File: src/inc/pog_pkg.sv
// constants for the port one gpio block: register offsets, reset values, modes
// assumes a 32-bit ahb-lite register bus with byte addresses on the low 16 bits
package pog_pkg;
  localparam int unsigned ADDR_MATCH_W = 16;
  localparam logic [15:0] DIR_OFFSET = 16'hFFC0;
  localparam logic [15:0] LATCH_OFFSET = 16'hFFC2;
  localparam logic [7:0] DIR_RESET = 8'h00;
  localparam logic [7:0] LATCH_RESET = 8'h00;
  localparam logic [7:0] DIR_READBACK = 8'hFF;
  localparam logic [1:0] MODE_EXPANDED = 2'h1;
  localparam logic [1:0] HTRANS_NONSEQ = 2'h2;
  localparam logic [1:0] HTRANS_SEQ = 2'h3;
  localparam logic [2:0] HSIZE_BYTE = 3'h0;
  localparam logic [2:0] HSIZE_WORD = 3'h2;
  localparam int unsigned PIN_W = 8;
endpackage

File: src/hdl/pog_pin_sync.sv
// two-stage synchroniser for the port pins
// assumes the pins are asynchronous to hclk
`timescale 1ns/100ps
module pog_pin_sync #(
  parameter int unsigned WIDTH = 8
) (
  input wire logic hclk,
  input wire logic hresetn,
  input wire logic [WIDTH-1:0] async_i,
  output logic [WIDTH-1:0] sync_o
);
  logic [WIDTH-1:0] meta_q;
  logic [WIDTH-1:0] sync_q;

  always_ff @(posedge hclk or negedge hresetn) begin
    if (!hresetn) begin
      meta_q <= '0;
      sync_q <= '0;
    end else begin
      meta_q <= async_i;
      sync_q <= meta_q;
    end
  end

  assign sync_o = sync_q;
endmodule

File: src/hdl/pog_port_one.sv
// port one gpio with low address byte output, ahb-lite register slave
// assumes one ahb-lite master, mode pins static, hw_standby_n a synchronous level
//
// Overview of operation
// In expanded mode a pin drives its address line when its direction bit is 1, else it is an input.
// In single-chip modes each pin is an output when its direction bit is 1, else an input.
// The direction register is write-only and reads back as all ones.
// The direction register clears on reset and hardware standby and holds in software standby unless written.
// In software standby a pin whose direction bit is 1 keeps driving its present output.
// A port read returns the latch bit for any pin whose direction bit is 1.
// A port read returns the sampled pin level for any pin whose direction bit is 0.
// The output latch clears on reset and hardware standby and holds in software standby unless written.
// After reset in expanded mode software must set direction bits before address lines appear.
// Direction decodes at FFC0 and the latch at FFC2 on the low sixteen address bits.
// Latch writes outside hardware standby are stored and drive the pin in single-chip modes once its direction bit is 1.
`timescale 1ns/100ps
module pog_port_one #(
  parameter int unsigned PIN_W = pog_pkg::PIN_W
) (
  input wire logic hclk,
  input wire logic hresetn,
  input wire logic hsel,
  input wire logic [31:0] haddr,
  input wire logic [1:0] htrans,
  input wire logic hwrite,
  input wire logic [2:0] hsize,
  input wire logic [31:0] hwdata,
  input wire logic hready,
  output logic hreadyout,
  output logic hresp,
  output logic [31:0] hrdata,
  input wire logic [1:0] op_mode,
  input wire logic hw_standby_n,
  input wire logic sw_standby,
  input wire logic [PIN_W-1:0] addr_low,
  input wire logic [PIN_W-1:0] pin_in,
  output logic [PIN_W-1:0] pin_out,
  output logic [PIN_W-1:0] pin_oe_n
);
  logic [PIN_W-1:0] dir_q;
  logic [PIN_W-1:0] latch_q;
  logic [PIN_W-1:0] pin_sync;
  logic [PIN_W-1:0] out_q;
  logic [PIN_W-1:0] oe_n_q;
  logic wr_pend_q;
  logic [15:0] dp_addr_q;
  logic [31:0] hrdata_q;
  logic [PIN_W-1:0] out_d;
  logic [PIN_W-1:0] oe_n_d;

  pog_pin_sync #(.WIDTH(PIN_W)) u_sync (
    .hclk(hclk),
    .hresetn(hresetn),
    .async_i(pin_in),
    .sync_o(pin_sync)
  );

  // one compare serves both the address phase and the pending write
  function automatic logic reg_match(input logic [15:0] a, input logic [15:0] offs);
    return (a == offs);
  endfunction

  // address phase qualification; only the low 16 address bits take part
  wire addr_phase = hsel && hready && htrans[1];
  wire hit_dir = reg_match(haddr[15:0], pog_pkg::DIR_OFFSET);
  wire hit_latch = reg_match(haddr[15:0], pog_pkg::LATCH_OFFSET);
  wire rd_take = addr_phase && !hwrite;
  wire wr_take = addr_phase && hwrite;
  wire wr_dir = wr_pend_q && reg_match(dp_addr_q, pog_pkg::DIR_OFFSET);
  wire wr_latch = wr_pend_q && reg_match(dp_addr_q, pog_pkg::LATCH_OFFSET);
  wire expanded = (op_mode == pog_pkg::MODE_EXPANDED);
  wire stby_hold = sw_standby && !wr_pend_q;

  // read value: latch where driven, pin level where input
  wire [PIN_W-1:0] port_rd = (dir_q & latch_q) | (~dir_q & pin_sync);
  wire [31:0] rd_value = hit_dir ? {24'h000000, pog_pkg::DIR_READBACK} :
                         hit_latch ? {24'h000000, port_rd} : 32'h00000000;

  // write data is taken in the data phase, one cycle after the address
  always_ff @(posedge hclk or negedge hresetn) begin
    if (!hresetn) begin
      wr_pend_q <= 1'b0;
      dp_addr_q <= 16'h0000;
      hrdata_q <= 32'h00000000;
    end else begin
      wr_pend_q <= wr_take;
      if (addr_phase) begin
        dp_addr_q <= haddr[15:0];
      end
      if (rd_take) begin
        hrdata_q <= rd_value;
      end
    end
  end

  // hardware standby clears both registers; software standby has no effect on them
  always_ff @(posedge hclk or negedge hresetn) begin
    if (!hresetn) begin
      dir_q <= pog_pkg::DIR_RESET;
      latch_q <= pog_pkg::LATCH_RESET;
    end else if (!hw_standby_n) begin
      dir_q <= pog_pkg::DIR_RESET;
      latch_q <= pog_pkg::LATCH_RESET;
    end else begin
      if (wr_dir) begin
        dir_q <= hwdata[PIN_W-1:0];
      end
      if (wr_latch) begin
        latch_q <= hwdata[PIN_W-1:0];
      end
    end
  end

  // pin driver: address byte in expanded mode, latch otherwise
  always_comb begin
    out_d = expanded ? addr_low : latch_q;
    oe_n_d = ~dir_q;
    if (sw_standby) begin
      out_d = out_q;
      oe_n_d = oe_n_q;
    end
  end

  // registered pins; software standby freezes the driven state rather than floating it, hardware standby releases the pins
  always_ff @(posedge hclk or negedge hresetn) begin
    if (!hresetn) begin
      out_q <= {PIN_W{1'b0}};
      oe_n_q <= {PIN_W{1'b1}};
    end else if (!hw_standby_n) begin
      out_q <= {PIN_W{1'b0}};
      oe_n_q <= {PIN_W{1'b1}};
    end else begin
      out_q <= out_d;
      oe_n_q <= oe_n_d;
    end
  end

  assign pin_out = out_q;
  assign pin_oe_n = oe_n_q;
  assign hreadyout = 1'b1;
  assign hresp = 1'b0;
  assign hrdata = hrdata_q;

  // direction register readback never reveals the stored value
  dir_reads_ones_a: assert property (@(posedge hclk) disable iff (!hresetn)
    (rd_take && hit_dir) |=> (hrdata[7:0] == 8'hFF))
    else $error("direction read did not return all ones");

  dir_hw_clear_a: assert property (@(posedge hclk) disable iff (!hresetn)
    !hw_standby_n |=> (dir_q == 8'h00))
    else $error("direction not cleared by hardware standby");

  latch_hw_clear_a: assert property (@(posedge hclk) disable iff (!hresetn)
    !hw_standby_n |=> (latch_q == 8'h00))
    else $error("latch not cleared by hardware standby");

  dir_sw_hold_a: assert property (@(posedge hclk) disable iff (!hresetn)
    (sw_standby && hw_standby_n && !wr_pend_q) |=> $stable(dir_q))
    else $error("direction changed in software standby");

  latch_sw_hold_a: assert property (@(posedge hclk) disable iff (!hresetn)
    (stby_hold && hw_standby_n) |=> $stable(latch_q))
    else $error("latch changed in software standby");

  pins_frozen_a: assert property (@(posedge hclk) disable iff (!hresetn)
    (sw_standby && hw_standby_n) |=> ($stable(pin_out) && $stable(pin_oe_n)))
    else $error("pins moved in software standby");

  latch_store_a: assert property (@(posedge hclk) disable iff (!hresetn)
    (wr_latch && hw_standby_n) |=> (latch_q == $past(hwdata[7:0])))
    else $error("latch write not stored");

  dir_store_a: assert property (@(posedge hclk) disable iff (!hresetn)
    (wr_take && hit_dir) ##1 hw_standby_n |=> (dir_q == $past(hwdata[7:0])))
    else $error("direction write at its offset not stored");

  pin_drive_a: assert property (@(posedge hclk) disable iff (!hresetn)
    (!sw_standby && hw_standby_n && !expanded) |=>
      (pin_oe_n == ~$past(dir_q) && pin_out == $past(latch_q)))
    else $error("single-chip pin drive mismatch");

  addr_drive_a: assert property (@(posedge hclk) disable iff (!hresetn)
    (!sw_standby && hw_standby_n && expanded) |=> (pin_out == $past(addr_low)))
    else $error("expanded mode address not driven");

  port_read_a: assert property (@(posedge hclk) disable iff (!hresetn)
    (rd_take && hit_latch) |=> (hrdata[7:0] == $past(port_rd)))
    else $error("port read value mismatch");

  // check helpers: pin snapshot taken at standby entry
  logic in_stby_q;
  logic [PIN_W-1:0] snap_out_q;
  logic [PIN_W-1:0] snap_oe_n_q;

  always_ff @(posedge hclk or negedge hresetn) begin
    if (!hresetn) begin
      in_stby_q <= 1'b0;
      snap_out_q <= {PIN_W{1'b0}};
      snap_oe_n_q <= {PIN_W{1'b1}};
    end else begin
      in_stby_q <= sw_standby && hw_standby_n;
      if (!in_stby_q) begin
        snap_out_q <= out_q;
        snap_oe_n_q <= oe_n_q;
      end
    end
  end

  // independent write model; decodes the address phase afresh so a decode slip shows up
  logic shadow_wdir_q;
  logic shadow_wlat_q;
  logic [PIN_W-1:0] shadow_dir_q;
  logic [PIN_W-1:0] shadow_latch_q;

  always_ff @(posedge hclk or negedge hresetn) begin
    if (!hresetn) begin
      shadow_wdir_q <= 1'b0;
      shadow_wlat_q <= 1'b0;
      shadow_dir_q <= pog_pkg::DIR_RESET;
      shadow_latch_q <= pog_pkg::LATCH_RESET;
    end else begin
      shadow_wdir_q <= hsel && hready && htrans[1] && hwrite &&
                       (haddr[15:0] == pog_pkg::DIR_OFFSET);
      shadow_wlat_q <= hsel && hready && htrans[1] && hwrite &&
                       (haddr[15:0] == pog_pkg::LATCH_OFFSET);
      if (!hw_standby_n) begin
        shadow_dir_q <= pog_pkg::DIR_RESET;
        shadow_latch_q <= pog_pkg::LATCH_RESET;
      end else begin
        if (shadow_wdir_q) begin
          shadow_dir_q <= hwdata[PIN_W-1:0];
        end
        if (shadow_wlat_q) begin
          shadow_latch_q <= hwdata[PIN_W-1:0];
        end
      end
    end
  end

  oe_follows_dir_a: assert property (@(posedge hclk) disable iff (!hresetn)
    (!sw_standby && hw_standby_n) |=>
      (pin_oe_n == ~$past(dir_q)))
    else $error("output enable does not follow direction");

  no_dir_no_drive_a: assert property (@(posedge hclk) disable iff (!hresetn)
    (!sw_standby && hw_standby_n && (dir_q == 8'h00)) |=>
      (pin_oe_n == 8'hFF))
    else $error("pin driven with direction clear");

  rd_unmapped_a: assert property (@(posedge hclk) disable iff (!hresetn)
    (rd_take && !hit_dir && !hit_latch) |=> (hrdata == 32'h00000000))
    else $error("unmapped read not zero");

  rd_upper_zero_a: assert property (@(posedge hclk) disable iff (!hresetn)
    rd_take |=> (hrdata[31:8] == 24'h000000))
    else $error("read upper bits not zero");

  rd_dir_word_a: assert property (@(posedge hclk) disable iff (!hresetn)
    (rd_take && hit_dir) |=> (hrdata == 32'h000000FF))
    else $error("direction read word wrong");

  hrdata_hold_a: assert property (@(posedge hclk) disable iff (!hresetn)
    !rd_take |=> $stable(hrdata))
    else $error("read data moved without a read");

  dir_write_only_a: assert property (@(posedge hclk) disable iff (!hresetn)
    (!wr_dir && hw_standby_n) |=> $stable(dir_q))
    else $error("direction changed without its write");

  latch_write_only_a: assert property (@(posedge hclk) disable iff (!hresetn)
    (!wr_latch && hw_standby_n) |=> $stable(latch_q))
    else $error("latch changed without its write");

  read_input_bits_a: assert property (@(posedge hclk) disable iff (!hresetn)
    (rd_take && hit_latch) |=>
      ((hrdata[7:0] & ~$past(dir_q)) == ($past(pin_sync) & ~$past(dir_q))))
    else $error("input pins not read from pin level");

  read_latch_bits_a: assert property (@(posedge hclk) disable iff (!hresetn)
    (rd_take && hit_latch) |=>
      ((hrdata[7:0] & $past(dir_q)) == ($past(latch_q) & $past(dir_q))))
    else $error("output pins not read from latch");

  hw_pins_release_a: assert property (@(posedge hclk) disable iff (!hresetn)
    !hw_standby_n |=>
      ((pin_oe_n == 8'hFF) && (pin_out == 8'h00)))
    else $error("pins not released in hardware standby");

  write_pend_a: assert property (@(posedge hclk) disable iff (!hresetn)
    wr_take |=> wr_pend_q)
    else $error("write address phase not held for data");

  no_stray_pend_a: assert property (@(posedge hclk) disable iff (!hresetn)
    !wr_take |=> !wr_pend_q)
    else $error("data phase write without address phase");

  idle_no_write_a: assert property (@(posedge hclk) disable iff (!hresetn)
    (!hsel || !htrans[1]) |=> !wr_pend_q)
    else $error("idle bus produced a write");

  // a pin level reaches the read path exactly two edges late
  pin_sync_delay_a: assert property (@(posedge hclk) disable iff (!hresetn)
    ($past(hresetn) && $past(hresetn, 2)) |->
      (pin_sync == $past(pin_in, 2)))
    else $error("pin synchroniser delay wrong");

  data_addr_keep_a: assert property (@(posedge hclk) disable iff (!hresetn)
    addr_phase |=> (dp_addr_q == $past(haddr[15:0])))
    else $error("data phase address not kept");

  pend_addr_a: assert property (@(posedge hclk) disable iff (!hresetn)
    wr_pend_q |-> (dp_addr_q == $past(haddr[15:0])))
    else $error("pending write lost its address");

  dir_read_quiet_a: assert property (@(posedge hclk) disable iff (!hresetn)
    (rd_take && !wr_dir && hw_standby_n) |=> $stable(dir_q))
    else $error("direction read disturbed the register");

  latch_read_quiet_a: assert property (@(posedge hclk) disable iff (!hresetn)
    (rd_take && !wr_latch && hw_standby_n) |=> $stable(latch_q))
    else $error("port read disturbed the latch");

  dir_write_lands_a: assert property (@(posedge hclk) disable iff (!hresetn)
    (wr_dir && hw_standby_n) |=> (dir_q == $past(hwdata[7:0])))
    else $error("direction write not stored");

  // the cpu is normally halted in software standby, but a write still lands
  stby_latch_store_a: assert property (@(posedge hclk) disable iff (!hresetn)
    (wr_latch && sw_standby && hw_standby_n) |=> (latch_q == $past(hwdata[7:0])))
    else $error("latch write in software standby lost");

  stby_out_snap_a: assert property (@(posedge hclk) disable iff (!hresetn)
    in_stby_q |-> (pin_out == snap_out_q))
    else $error("pin value left its standby snapshot");

  stby_oe_snap_a: assert property (@(posedge hclk) disable iff (!hresetn)
    in_stby_q |-> (pin_oe_n == snap_oe_n_q))
    else $error("pin enable left its standby snapshot");

  dir_model_a: assert property (@(posedge hclk) disable iff (!hresetn)
    (dir_q == shadow_dir_q))
    else $error("direction differs from write model");

  latch_model_a: assert property (@(posedge hclk) disable iff (!hresetn)
    (latch_q == shadow_latch_q))
    else $error("latch differs from write model");
endmodule

File: config.mk
export PLATFORM = sky130hd
export DESIGN_NAME = pog_port_one
export DESIGN_NICKNAME = d
export VERILOG_FILES = /design/src/inc/pog_pkg.sv /design/src/hdl/pog_pin_sync.sv /design/src/hdl/pog_port_one.sv
export SDC_FILE = /design/constraint.sdc
export NUM_CORES = 1
export LEC_CHECK = 0
export BUFFER_PORTS_ARGS = -buffer_cell sky130_fd_sc_hd__buf_2
export CORE_ASPECT_RATIO = 0.9
export CORE_MARGIN = 1.5
export CORE_UTILIZATION = 47
export CTS_CLUSTER_DIAMETER = 100
export DETAILED_ROUTE_END_ITERATION = 8
export GPL_TIMING_DRIVEN = 0
export PLACE_DENSITY = 0.8
export SETUP_SLACK_MARGIN = 0.05
export SYNTH_ARGS = -nofsm -noshare
export SYNTH_HDL_FRONTEND = slang
export SYNTH_SLANG_ARGS = --single-unit
File: constraint.sdc
create_clock -name hclk -period 2.5 [get_ports hclk]
set_clock_uncertainty 0.1 [all_clocks]
set_input_delay 0.5 -clock hclk [delete_from_list [all_inputs] [get_ports hclk]]
set_output_delay 0.5 -clock hclk [all_outputs]
set_load 0.01 [all_outputs]
# Word-level counts from Yosys, hierarchy flattened
# Index checks and enable logic that the tools add are counted.
[word_totals] wordCells=39 rom_bits=0 register_bits=97 memories=0 mem_bits_rw=0 latchBits=0
[op_classes] n_eq_ne=8 n_div=0 reduce_logical=7 mul=0 magnitude_cmp=0 mux=11 add_sub_neg=0 n_bitwise=4 shift=0
[op_table] op="$mux W8" n=11
[op_table] op="$eq A16 B16 Y1 const B" n=4
[op_table] op="$and A8 B8 Y8" n=2
[op_table] op="$not A8 Y8" n=1
[op_table] op="$or A8 B8 Y8" n=1
[op_table] op="$logic_and A1 B1 Y1" n=6
[op_table] op="$ne A2 B1 Y1 const B" n=2
[op_table] op="$eq A2 B1 Y1 const B" n=1
[op_table] op="$ne A2 B2 Y1 const B" n=1
[op_table] op="$logic_not A1 Y1" n=1

# Longest topological paths before layout
[depth] word_depth=5 depth_mapped=5 ltp_nobuf=4

# Cells and area by module
# From an unflattened synthesis, not the netlist that was laid out.
[unflattened] cells_unflattened=273 hier_area_um2=3238.1
[by_module_without_submodules] module="pog_port_one" seq_area_each_um2=1436.4 cells_each=257 area_per_inst_um2=2837.7 instances=1
[by_module_without_submodules] module="pog_pin_sync" seq_area_each_um2=400.4 cells_each=16 area_per_inst_um2=400.4 instances=1

# Worst setup path after synthesis
# No wires, ideal clock.
[synth_timing] kind="reg-to-reg" startpoint="reg dp_addr_q[0]" endpoint="reg latch_q[0]" setup_slack_ns=0.686 required_ns=2.277 path_stages_with_launch=6 arrival_ns=1.591 path_cell_list="dfrtp_1 -> nor4b_2 -> nand4_2 -> or4_4 -> buf_6 -> mux2i_1"
[synth_between] elab_chain_cells=3
[synth_rtl] element="start, declared" line="pog_port_one.sv:46" source="logic [15:0] dp_addr_q;"
[synth_rtl] element="start signal, assigned" line="pog_port_one.sv:88" source="dp_addr_q <= haddr[15:0];"
[synth_rtl] element="$eq A16 B16 Y1" line="pog_port_one.sv:60" source="return (a == offs);"
[synth_rtl] element="$logic_and A1 B1 Y1" line="pog_port_one.sv:70" source="wire wr_latch = wr_pend_q && reg_match(dp_addr_q, pog_pkg::LATCH_OFFSET);"
[synth_rtl] element="$ne A2 B1 Y1 (no line)"
[synth_rtl] element="end signal, assigned" line="pog_port_one.sv:100" source="latch_q <= pog_pkg::LATCH_RESET;"
[synth_rtl] element="end signal, assigned" line="pog_port_one.sv:103" source="latch_q <= pog_pkg::LATCH_RESET;"
[synth_rtl] element="end signal, assigned" line="pog_port_one.sv:109" source="latch_q <= hwdata[PIN_W-1:0];"
[synth_rtl] element="end, declared" line="pog_port_one.sv:41" source="logic [PIN_W-1:0] latch_q;"
# No other way between the ends.
# A chain may end at the register's enable or synchronous reset.

# Worst setup path after layout
[layout_timing] startpoint="reg dp_addr_q[0]" endpoint="reg dir_q[2]"
[layout_between] elab_chain_cells=3
[layout_rtl] element="$eq A16 B16 Y1" line="pog_port_one.sv:60"
[layout_rtl] element="$logic_and A1 B1 Y1" line="pog_port_one.sv:69" source="wire wr_dir = wr_pend_q && reg_match(dp_addr_q, pog_pkg::DIR_OFFSET);"
[layout_rtl] element="$ne A2 B1 Y1 (no line)"
[layout_rtl] element="end signal, assigned" line="pog_port_one.sv:99" source="dir_q <= pog_pkg::DIR_RESET;"
[layout_rtl] element="end signal, assigned" line="pog_port_one.sv:102" source="dir_q <= pog_pkg::DIR_RESET;"
[layout_rtl] element="end signal, assigned" line="pog_port_one.sv:106" source="dir_q <= hwdata[PIN_W-1:0];"
[layout_rtl] element="end, declared" line="pog_port_one.sv:40" source="logic [PIN_W-1:0] dir_q;"
# No other way between the ends.

==> impl_metrics.toml <==
[run_status]
status = "finished clean"

[timing]
drv_slew = 0
setup_violations = 0
fmax_ghz = 0.4857
rsz0062_at_grt = "no"
max_slew.worst_pin.slew_ns = 0.8854
fin_tns_setup_ns = 0
min_period_ns = 2.059
slew_headroom_pct = 40.97
period_share_pct = 82.36
hold_viol = 0

[synth]
syn_inst = 260
synth_edf_count = 0
syn-cell-area_um2 = 3139
synth.distinct_cells = 27
yosys-top-cells-area = "dfrtp_1 52%, mux2i_1 10%, dfstp_2 6.7%, buf_4 6.2%, mux2_2 5.7%"
ys.flop_type = "dfrtp_1"
ys_ff_latch = 73
async_flop_share_pct = 100.0
synth_most_common_cell = "dfrtp_1"
synth_top_area_share_pct = 51.81
yosysWarnings = 0
avgSynthCellArea_um2 = 12.07
yosys-top-cells-count = "65 x dfrtp_1, 40 x nand2_1, 32 x mux2i_1, 26 x buf_4, 16 x mux2_2"
synth_top_cell_by_area = "dfrtp_1"
yosysSeqAreaShare_pct = 58.51

[setup_path]
timing.rr.end = "dir_q[2]"
path_buf_inv = 0
critPathArrivalTime_ns = 2.21
critPathRequiredTime_ns = 2.65
crit_slowest_cell = "nor4_4"
max_stage_delay_ns = 0.71
startpoint_type = "register"
crit_fanout = 8
worstSetupPathType = "reg2reg"
crit_family = "simple AND/OR/NAND/NOR gates"
r2r_setup_slack_ns = 0.44
rr_worst_depth = 4
r2r-start = "dp_addr_q[0]"
end_kind = "register"
crit_chain = "nor4b_2 > nand4_2 > nor4_4 > mux2i_1"

[placed_design]
post-dp-hpwl_mm = 4.745
dp.cells = 445
gp_congestion = 0.8418
io_buffers = 71
postPlaceCellArea_um2 = 3700

[power_and_ir_drop]
swShare_pct = 24.87
cellLeakagePower_nw = 1.905
p_comb_share_pct = 13.0
vdd_drop_max_mv = 0.4217
p_sw_uw = 623.4
p_int_mw = 1.883
p_clk_share_pct = 33.6
p_seq_share_pct = 53.3
p_per_area_nw_per_um2 = 645.2

[floorplan]
coreArea_um2 = 6516
start_util_pct = 48.18
ioPinCount = 144
die_x_um = 89.15
dieHeight_um = 80.53
die-area_um2 = 7179
rows = 28

[routing]
drt_wl_total_mm = 6.405
wl_per_cell_um = 13.89
routed_via_density = 4.740
firstDrtPassIters = 5
vias = 2185
remaining_drc_errors = 0
ant_nets = 0
drt_iter0_drc = 135

[global_route]
antenna_found_initial = 0
gr-total-overflow = 0
grt_max_degree = 74
grt_pass1_wl_mm = 10.24
grt_use_total_pct = 19.07
grt_pass1_vias = 2184

[cells_and_area]
num_antenna_cells = 0
area_growth_pct = 23.75
instances_no_fill = 461
layout-drive-gt1-share_pct = 38.01
fin_nets = 460
final_area_um2 = 3885

[hold_path]
hp-start = "pin_in[5]"
min_to = "u_sync.meta_q[5]"
min_path_type = "in2reg"
whs_path_depth = 1

[clocking]
cts_hold_buf = 0
numCtsBuffers = 9
cts.path.max_buffers = 2
path_clk_slew_ns = 0.07
post-cts-setup-buffers = 0
cts.sinks = 73
htree_levels = 3
cts_root_buf = "clkbuf_8"
insertion_delay_ns = 0.34
cts.repair.resized = 0
cts_tree = "built"

[run]
max-cap-violations = 0
==> logic make-up (layout without fill, tap and decap cells) <==
group	after synthesis	in the layout	synth area share, %
flip-flops	73	73	58.51
AND/OR/NAND/NOR	72	72	11.44
multiplexers	48	48	15.94
buffers and inverters	40	127	8.170
AO/OA/AOI/OAI	25	25	5.700
other	2	26	0.2392
==> worst max-delay path by stage <==
stage | slack [ns] | cells after the start | endpoint | start
after CTS | 0.41 | 4 | dir_q[2] | dp_addr_q[0]
after floorplan | 0.69 | 5 | latch_q[0] | dp_addr_q[0]
final | 0.44 | 4 | dir_q[2] | dp_addr_q[0]
after global placement | 0.28 | 6 | hrdata[6] | htrans[1]
after global routing | 0.33 | 4 | dir_q[4] | dp_addr_q[0]
after detailed placement | 0.26 | 6 | hrdata[5] | htrans[1]
==> through the flow <==
stage               power, mW  setup slack (ns)  hold WS (ns)  utilization [%]
global route            2.633            0.3292        0.1383            59.62
CTS                     2.530            0.4106        0.1474            59.62
global placement        1.669            0.2762        0.2326            56.74
finish                  2.507            0.4411        0.1627            59.62
floorplan               1.544            0.6861        0.1044                -
detailed placement      1.687            0.2640        0.2347            56.78
==> power groups by stage <==
stage | sequential (mW) | combinational (mW) | clock, mW
6_report | 1.34 | 0.327 | 0.843
3_5_place_dp | 1.36 | 0.328 | 0
4_1_cts | 1.34 | 0.330 | 0.864
2_1_floorplan | 1.36 | 0.180 | 0
5_1_grt | 1.35 | 0.366 | 0.920
3_3_place_gp | 1.35 | 0.316 | 0
==> layout by cell type (no fill, tap or decap), types with 3 or more instances in the layout <==
master,Yosys,final
buf_2,1,71
dfrtp_1,65,65
nand2_1,40,40
mux2i_1,32,32
buf_4,26,27
conb_1,2,26
mux2_2,16,16
nor2_1,12,12
clkbuf_8,0,12
clkbuf_1,9,11
o21ai_0,8,8
and2_1,8,8
o211ai_1,8,8
a311oi_1,8,8
dfstp_2,8,8
nand4_1,3,3
==> worst reg2reg max path, delay by kind of cell (launching register included) <==
kind             cells  cell delay [ns]
and+or+nand+nor      3             1.20
DFF                  1             0.40
muxes                1             0.29
==> routing by layer <==
layer / vias to the layer above / global-route usage [%] / part of all wire [%]
met4: 0 / 6.923 / 1.5
met3: 10 / 7.297 / 7.2
li1: 1055 / - / -
met2: 78 / 30.00 / 48
met5: - / 0 / 0
met1: 1042 / 23.83 / 43
==> cell type report <==
cell class	instances	area [um2]
Buffer	38	249.0
Clock buffer	14	172.7
Clock inverter	2	12.51
Fill cell	546	2631
Inverter	2	7.507
Multi-Input combinational cell	171	1136
Sequential cell	73	1837
Tap cell	90	112.6
Timing Repair Buffer	71	357.8
==> flip-flops by register name, indices dropped and copies added, names as in the netlist <==
| name | flops |
|---|---|
| u_sync.sync_o | 8 |
| pin_oe_n | 8 |
| dir_q | 8 |
| dp_addr_q | 16 |
| hrdata | 8 |
| latch_q | 8 |
| u_sync.meta_q | 8 |
| pin_out | 8 |
| wr_pend_q | 1 |
(Power assumes the default switching activity.)
